[config.mk]
export PLATFORM = sky130hd
export DESIGN_NAME = cies_ctrl
export DESIGN_NICKNAME = d
export VERILOG_FILES = /design/src/core/cies_pkg.sv /design/src/core/cies_ctrl.sv
export VERILOG_INCLUDE_DIRS = /design/src /design/src/core
export SDC_FILE = /design/constraint.sdc
export NUM_CORES = 1
export LEC_CHECK = 0
export BUFFER_PORTS_ARGS = -buffer_cell sky130_fd_sc_hd__buf_2
export CAP_MARGIN = 40
export CORE_MARGIN = 1.5
export CORE_UTILIZATION = 40
export DETAILED_ROUTE_END_ITERATION = 10
export GPL_ROUTABILITY_DRIVEN = 0
export HOLD_SLACK_MARGIN = 0.1
export PLACE_DENSITY = 0.74
export REMOVE_ABC_BUFFERS = 1
export SYNTH_ARGS = -nofsm -noshare
export SYNTH_HDL_FRONTEND = slang
export SYNTH_SLANG_ARGS = --single-unit
[constraint.sdc]
create_clock -name sysClk -period 5.36 [get_ports sysClk]
set_clock_uncertainty 0.15 [all_clocks]
set_input_delay 1.072 -clock sysClk [delete_from_list [all_inputs] [get_ports sysClk]]
set_output_delay 1.072 -clock sysClk [all_outputs]
set_load 0.02 [all_outputs]
[src/core/cies_map.svh]
`ifndef CIES_MAP_SVH
`define CIES_MAP_SVH
// Control space base and register offsets
`define CIES_BASE 32'he000e000
`define CIES_OFS_ID 12'hd00
`define CIES_OFS_ICS 12'hd04
`define CIES_OFS_EVSTAT 12'hd40
`define CIES_OFS_EVMASK 12'hd44
// Identification fields
`define CIES_ID_IMPL 31:24
`define CIES_ID_ARCH 19:16
`define CIES_ID_MODEL 15:4
`define CIES_ID_REV 3:0
// Interrupt control state fields
`define CIES_ICS_NMI_SET 31
`define CIES_ICS_DS_SET 28
`define CIES_ICS_DS_CLR 27
`define CIES_ICS_TICK_SET 26
`define CIES_ICS_TICK_CLR 25
`define CIES_ICS_PREEMPT 23
`define CIES_ICS_IRQ_PEND 22
`define CIES_ICS_TOP_PEND 20:12
`define CIES_ICS_ACTIVE 8:0
`define CIES_ICS_RESET 32'h00000000
// Event status bit positions
`define CIES_EV_NMI 0
`define CIES_EV_DS 1
`define CIES_EV_TICK 2
`define CIES_EV_ENTRY 3
`define CIES_EV_RETURN 4
`define CIES_EV_RESET 5'h00
`define CIES_MASK_RESET 5'h00
// Exception numbers
`define CIES_EXC_NMI 9'h002
`define CIES_EXC_DS 9'h00e
`define CIES_EXC_TICK 9'h00f
`define CIES_EXC_IRQ0 9'h010
`endif

[src/core/cies_pkg.sv]
package cies_pkg;
  typedef logic [8:0] cies_exc_t;
  typedef logic [4:0] cies_ev_t;
  typedef enum logic [1:0] {
    CIES_DP_IDLE = 2'b00,
    CIES_DP_READ = 2'b01,
    CIES_DP_WRITE = 2'b10
  } cies_dphase_t;
endpackage

[src/core/cies_ctrl.sv]
// The AHB-Lite register port was chosen for this implementation.
`timescale 1ns/1ps
`include "cies_map.svh"

module cies_ctrl #(
  parameter int NUM_IRQ = 32,
  // Identity values are arbitrary
  parameter logic [7:0] IMPL_CODE = 8'h5a,
  parameter logic [3:0] ARCH_CODE = 4'h3,
  parameter logic [11:0] MODEL_NUM = 12'h123,
  parameter logic [3:0] REV_NUM = 4'h1
) (
  // Clock and reset
  input wire logic sysClk,
  input wire logic rst,
  // AHB-Lite slave
  input wire logic hsel,
  input wire logic [31:0] haddr,
  input wire logic [1:0] htrans,
  input wire logic hwrite,
  input wire logic [2:0] hsize,
  input wire logic [31:0] hwdata,
  input wire logic hready,
  output logic [31:0] hrdata,
  output logic hreadyout,
  output logic hresp,
  // Non-maskable request pin
  input wire logic nmiPin,
  // Core and interrupt controller side
  input wire logic [NUM_IRQ-1:0] irqPendIn,
  input wire logic [NUM_IRQ-1:0] irqEnableIn,
  input wire logic excEntry,
  input wire cies_pkg::cies_exc_t excEntryNum,
  input wire logic excReturn,
  input wire cies_pkg::cies_exc_t excReturnNum,
  input wire logic debugHalted,
  // Pending state toward the core
  output logic nmiPending,
  output logic deferredPending,
  output logic tickPending,
  output cies_pkg::cies_exc_t topPendingNum,
  // Interrupt
  output logic irqOut
);
  import cies_pkg::*;

  // Bus address phase capture
  cies_dphase_t dPhase_q;
  logic [11:0] dOfs_q;
  logic hit;
  logic take;
  logic [31:0] rdData;
  logic [31:0] hrdata_q;
  logic [11:0] aOfs;
  logic [19:0] baseHi;
  logic rdTake;

  // Write strobes decoded in data phase
  logic wrIcs;
  logic wrEvStat;
  logic wrEvMask;

  // Exception state
  logic nmiPend_q;
  logic dsPend_q;
  logic tickPend_q;
  cies_exc_t active_q;
  cies_exc_t topNum;
  logic preempt;
  logic irqAny;

  // Non-maskable pin synchroniser
  logic nmiS1_q;
  logic nmiS2_q;
  logic nmiS3_q;
  logic nmiLvl_q;
  logic nmiRise;

  // Event status and mask
  cies_ev_t evStat_q;
  cies_ev_t evMask_q;
  cies_ev_t evSet;

  // Upper address bits select the control space
  assign baseHi = 20'(`CIES_BASE >> 12);
  assign aOfs = {haddr[11:2], 2'b00};
  assign hit = hsel && (haddr[31:12] == baseHi);
  assign take = hit && htrans[1] && hready;
  assign rdTake = take && !hwrite;

  always_ff @(posedge sysClk or posedge rst) begin
    if (rst) begin
      dPhase_q <= CIES_DP_IDLE;
      dOfs_q <= 12'h000;
    end else if (hready) begin
      if (take) begin
        dPhase_q <= hwrite ? CIES_DP_WRITE : CIES_DP_READ;
        dOfs_q <= aOfs;
      end else begin
        dPhase_q <= CIES_DP_IDLE;
      end
    end
  end

  always_comb begin
    wrIcs = 1'b0;
    wrEvStat = 1'b0;
    wrEvMask = 1'b0;
    case (dPhase_q)
      CIES_DP_WRITE: begin
        wrIcs = (dOfs_q == `CIES_OFS_ICS);
        wrEvStat = (dOfs_q == `CIES_OFS_EVSTAT);
        wrEvMask = (dOfs_q == `CIES_OFS_EVMASK);
      end
      CIES_DP_READ: begin
        wrIcs = 1'b0;
      end
      CIES_DP_IDLE: begin
        wrIcs = 1'b0;
      end
      default: begin
        wrIcs = 1'b0;
      end
    endcase
  end

  // Pin settles once second and third stages agree
  always_ff @(posedge sysClk or posedge rst) begin
    if (rst) begin
      nmiS1_q <= 1'b0;
      nmiS2_q <= 1'b0;
      nmiS3_q <= 1'b0;
      nmiLvl_q <= 1'b0;
    end else begin
      nmiS1_q <= nmiPin;
      nmiS2_q <= nmiS1_q;
      nmiS3_q <= nmiS2_q;
      if (nmiS2_q == nmiS3_q) begin
        nmiLvl_q <= nmiS3_q;
      end
    end
  end

  assign nmiRise = (nmiS2_q == nmiS3_q) && nmiS3_q && !nmiLvl_q;

  // Non-maskable pending: set wins over handler-entry clear
  logic nmiSetSw;
  logic nmiClrEntry;
  assign nmiSetSw = wrIcs && hwdata[`CIES_ICS_NMI_SET];
  assign nmiClrEntry = excEntry &&
    (excEntryNum == `CIES_EXC_NMI);

  always_ff @(posedge sysClk or posedge rst) begin
    if (rst) begin
      nmiPend_q <= 1'b0;
    end else if (nmiSetSw || nmiRise) begin
      nmiPend_q <= 1'b1;
    end else if (nmiClrEntry) begin
      nmiPend_q <= 1'b0;
    end
  end

  // Deferred service: software is the only setter
  logic dsSet;
  logic dsClr;
  logic dsClrEntry;
  assign dsSet = wrIcs && hwdata[`CIES_ICS_DS_SET];
  // Handler entry drops the pending state as well
  assign dsClrEntry = excEntry &&
    (excEntryNum == `CIES_EXC_DS);
  // Clear needs set bit low in the same write
  assign dsClr = (wrIcs && hwdata[`CIES_ICS_DS_CLR] &&
    !hwdata[`CIES_ICS_DS_SET]) ||
    dsClrEntry;

  always_ff @(posedge sysClk or posedge rst) begin
    if (rst) begin
      dsPend_q <= 1'b0;
    end else if (dsSet) begin
      dsPend_q <= 1'b1;
    end else if (dsClr) begin
      dsPend_q <= 1'b0;
    end
  end

  // System tick pending
  logic tickSet;
  logic tickClr;
  logic tickClrEntry;
  assign tickSet = wrIcs && hwdata[`CIES_ICS_TICK_SET];
  // Handler entry drops the pending state as well
  assign tickClrEntry = excEntry &&
    (excEntryNum == `CIES_EXC_TICK);
  assign tickClr = (wrIcs && hwdata[`CIES_ICS_TICK_CLR] &&
    !hwdata[`CIES_ICS_TICK_SET]) ||
    tickClrEntry;

  always_ff @(posedge sysClk or posedge rst) begin
    if (rst) begin
      tickPend_q <= 1'b0;
    end else if (tickSet) begin
      tickPend_q <= 1'b1;
    end else if (tickClr) begin
      tickPend_q <= 1'b0;
    end
  end

  // Active exception tracking
  always_ff @(posedge sysClk or posedge rst) begin
    if (rst) begin
      active_q <= 9'h000;
    end else if (excEntry) begin
      active_q <= excEntryNum;
    end else if (excReturn) begin
      active_q <= excReturnNum;
    end
  end

  // Lowest pending enabled number wins
  always_comb begin
    topNum = 9'h000;
    for (int i = NUM_IRQ - 1; i >= 0; i--) begin
      if (irqPendIn[i] && irqEnableIn[i]) begin
        topNum = `CIES_EXC_IRQ0 + 9'(i);
      end
    end
    if (tickPend_q) begin
      topNum = `CIES_EXC_TICK;
    end
    if (dsPend_q) begin
      topNum = `CIES_EXC_DS;
    end
    if (nmiPend_q) begin
      topNum = `CIES_EXC_NMI;
    end
  end

  // Bit 22 ignores enables; ranking does not
  assign irqAny = (|irqPendIn) || dsPend_q || tickPend_q;
  assign preempt = debugHalted && (topNum != 9'h000) &&
    ((active_q == 9'h000) || (topNum < active_q));

  // Event status, set wins over write-one clear
  assign evSet = {
    excReturn,
    excEntry,
    tickSet,
    dsSet,
    nmiSetSw || nmiRise
  };

  always_ff @(posedge sysClk or posedge rst) begin
    if (rst) begin
      evStat_q <= `CIES_EV_RESET;
    end else if (wrEvStat) begin
      evStat_q <= (evStat_q & ~hwdata[4:0]) | evSet;
    end else begin
      evStat_q <= evStat_q | evSet;
    end
  end

  always_ff @(posedge sysClk or posedge rst) begin
    if (rst) begin
      evMask_q <= `CIES_MASK_RESET;
    end else if (wrEvMask) begin
      evMask_q <= hwdata[4:0];
    end
  end

  always_ff @(posedge sysClk or posedge rst) begin
    if (rst) begin
      irqOut <= 1'b0;
    end else begin
      irqOut <= |(evStat_q & evMask_q);
    end
  end

  // Read mux, reserved bits zero
  always_comb begin
    rdData = 32'h00000000;
    case (aOfs)
      `CIES_OFS_ID: begin
        rdData[`CIES_ID_IMPL] = IMPL_CODE;
        rdData[`CIES_ID_ARCH] = ARCH_CODE;
        rdData[`CIES_ID_MODEL] = MODEL_NUM;
        rdData[`CIES_ID_REV] = REV_NUM;
      end
      `CIES_OFS_ICS: begin
        rdData[`CIES_ICS_NMI_SET] = nmiPend_q;
        rdData[`CIES_ICS_DS_SET] = dsPend_q;
        rdData[`CIES_ICS_TICK_SET] = tickPend_q;
        rdData[`CIES_ICS_PREEMPT] = preempt;
        rdData[`CIES_ICS_IRQ_PEND] = irqAny;
        rdData[`CIES_ICS_TOP_PEND] = topNum;
        rdData[`CIES_ICS_ACTIVE] = active_q;
      end
      `CIES_OFS_EVSTAT: begin
        rdData[4:0] = evStat_q;
      end
      `CIES_OFS_EVMASK: begin
        rdData[4:0] = evMask_q;
      end
      default: begin
        rdData = 32'h00000000;
      end
    endcase
  end

  // Read data registered at the address phase
  always_ff @(posedge sysClk or posedge rst) begin
    if (rst) begin
      hrdata_q <= 32'h00000000;
    end else if (rdTake) begin
      hrdata_q <= rdData;
    end
  end

  // Zero wait states, response always OKAY
  assign hrdata = hrdata_q;
  assign hreadyout = 1'b1;
  assign hresp = 1'b0;

  assign nmiPending = nmiPend_q;
  assign deferredPending = dsPend_q;
  assign tickPending = tickPend_q;
  assign topPendingNum = topNum;

endmodule // cies_ctrl

==> results.yml <==
outcome:
  status: "finished clean"
cts:
  post-cts-setup-buffer-count: 0
  cts_resized: 0
  numCtsBuffers: 9
  cts_tree: "yes"
  cts_hold_buf: 0
  cts_root_buf: "clkbuf_8"
  clk_pin_slew_ps: 60
  clk_latency_ps: 330
  htree_levels: 3
  clkSinkCount: 60
  clockBufferDepth: 2
yosys:
  synth_area_sq_um: 3580
  synth_top_family_by_area: "compound AO/OA/AOI/OAI gates"
  yosysWarnings: 0
  synth_compound_area_frac: 0.223
  synth_flop_cell: "dfrtp_1"
  synth_cell_types: 57
  syn-mean-instance-area_sq_um: 9.46
  synthTopCellsByCount: "nand2_1, dfrtp_1, o21ai_0"
  yosysMostFrequentCell: "nand2_1"
  yosysTopAreaCell: "dfrtp_1"
  synthArstFlopShare: 1.00
  synthXorXnorAreaFrac: 0
  yosys.area_share.simple: 0.187
  synth-adder-area-share: 0.0210
  synth_mux_area_frac: 0.0899
  synth.top_cell.area_share: 0.420
  yosysSeqAreaShare: 0.420
  ys_top_cells_by_area: "dfrtp_1, nand2_1, mux2_2"
  synth_cells: 378
  synth_edf_count: 0
  synth-seq-cells: 60
power:
  ir_drop_mv: 0.141
  powerDensity_nw_per_um2: 211
  p_leak_nw: 2.34
timing:
  slew_violations: 0
  fin_crit_sh: 0.745
  final.setup.tns_ps: 0
  setup_slack_ps: 1370
  setup_viol: 0
  finalHoldViolCount: 0
  relSlewSlack: 0.502
  rsz0062_at_grt: "false"
  worst_hold_slack_ps: 197
  worst_pin_slew_ps: 748
  max_freq_mhz: 251
  period_needed_ps: 3990
die:
  ioPinCount: 207
  core_area_sq_um: 8680
  dieArea_sq_um: 9520
  start_util: 0.412
  die_h_microns: 97.6
  die-width_microns: 97.6
  num_rows: 34
critical_path:
  crit_arrival_ps: 2770
  critPathKind: "input pin to output pin"
  crit_path_start_kind: "input pin"
  cp_max_fo: 4
  worst_setup_path_end_kind: "output pin"
  worstPathRequired_ps: 4140
final_layout:
  drive_above_1_share: 0.374
  design_area_sq_um: 4600
  syn2layout_area_growth_pct: 28.5
  post-route-util: 0.530
  antennaDiodeCount: 0
  nNetsFinal: 708
routing:
  first_iter_violations: 235
  viasPerCell: 5.54
  drc: 0
  ant_nets: 0
  wl_per_cell_microns: 15.8
  vias: 3618
  drtPass1Iterations: 5
  wl_microns: 10300
place:
  port_buffers: 165
  dp_hpwl_microns: 8290
  pre_cts_ws_ps: 1360
  placed_cell_area_sq_um: 4440
flow_run:
  cap_viol_max_count: 0
grt:
  grt_max_degree: 61
  antenna_found_initial: 0
  grt_overflow_total: 0
  grt_first_pass_wirelength_microns: 17000
  grt_pass1_vias: 3627
  grt_usage: 0.221
hold_path:
  hold_class: "flop to flop"
layout by cell type, fill, tap and decap left out, types with 4 or more instances in the layout:
master / netlist / final
clkbuf_8: 0 / 10
nor4_1: 10 / 10
a21o_1: 6 / 6
o31ai_1: 5 / 5
nand4_1: 4 / 4
o21ai_0: 25 / 25
nand3_1: 7 / 7
and2_1: 4 / 4
conb_1: 2 / 13
inv_1: 10 / 9
a21oi_1: 17 / 17
ha_1: 6 / 6
nor2_1: 14 / 14
buf_2: 4 / 165
nand2_1: 64 / 64
a22o_1: 17 / 17
mux2i_1: 13 / 13
nor3_1: 5 / 5
a22oi_1: 12 / 12
mux2_2: 17 / 17
nor2b_1: 4 / 4
dfrtp_1: 60 / 60
final timing paths:
| check | start | endpoint | slack [ps] | depth (start not counted) |
|---|---|---|---|---|
| min in group asynchronous | rst | evStat_q[0]$_DFF_PP0_ | 800 | 3 |
| hold reg to reg | nmiS1_q$_DFF_PP0_ | nmiS2_q$_DFF_PP0_ | 200 | 0 |
| setup / recovery | irqPendIn[0] | topPendingNum[5] | 1370 | 6 |
| hold / removal | nmiS1_q$_DFF_PP0_ | nmiS2_q$_DFF_PP0_ | 200 | 0 |
| setup reg to reg | deferredPending$_DFFE_PP0P_ | hrdata[23]$_DFFE_PP0P_ | 2630 | 11 |
| max in group asynchronous | rst | hrdata[26]$_DFFE_PP0P_ | 3770 | 3 |
report_power, final:
| group | switching, mW | internal [mW] | total (mW) |
|---|---|---|---|
| logic | 0.0908 | 0.0733 | 0.164 |
| clock network | 0.159 | 0.173 | 0.332 |
| registers | 0.0113 | 0.464 | 0.475 |
| total | 0.262 | 0.710 | 0.971 |
critical path, stage by stage:
cell and delay (ps):
buf_2 110, a22oi_1 320, nand3_1 180, or4_1 550
nor2_1 280, buf_2 240
final cells by class:
type	instances	area [sq um]
flip-flops and latches	60	1500
inverters	11	41.3
well taps	108	135
clock inverters	3	15.0
clock buffers	11	141
fillers	869	4080
multi-input cells	292	1910
repair buffers	168	848
per-stage QoR:
| stage | power [mW] | cells |
|---|---|---|
| after floorplan | 0.558 | 363 |
| after global placement | 0.641 | 639 |
| after detailed placement | 0.646 | 639 |
| after CTS | 0.982 | 653 |
| after global routing | 1.02 | 653 |
| final | 0.971 | 653 |
state kept, by name, indices dropped and copies added, names as in the netlist:
signal / flops
evStat_q: 5
dPhase_q: 2
nmiPending: 1
nmiS1_q: 1
dOfs_q: 10
hrdata: 21
nmiS3_q: 1
tickPending: 1
irqOut: 1
nmiS2_q: 1
deferredPending: 1
evMask_q: 5
nmiLvl_q: 1
active_q: 9
layer usage:
| metal | GRT usage | part of all wire | vias to the layer above |
|---|---|---|---|
| met3 | 0.0518 | 0.073 | 22 |
| met4 | 0.0857 | 0.023 | 0 |
| met1 | 0.279 | 0.43 | 1699 |
| li1 | - | - | 1723 |
| met5 | 0 | 0 | - |
| met2 | 0.364 | 0.47 | 174 |
cells by family (layout without fill, tap and decap cells):
| kind of cell | Yosys count | in the layout |
|---|---|---|
| buf+inv | 37 | 193 |
| compound gates | 112 | 112 |
| flops | 60 | 60 |
| other cells | 2 | 13 |
| simple gates | 131 | 131 |
| mux | 30 | 30 |
| fa+ha+maj | 6 | 6 |
No activity file was read; power rests on OpenSTA's default activity.
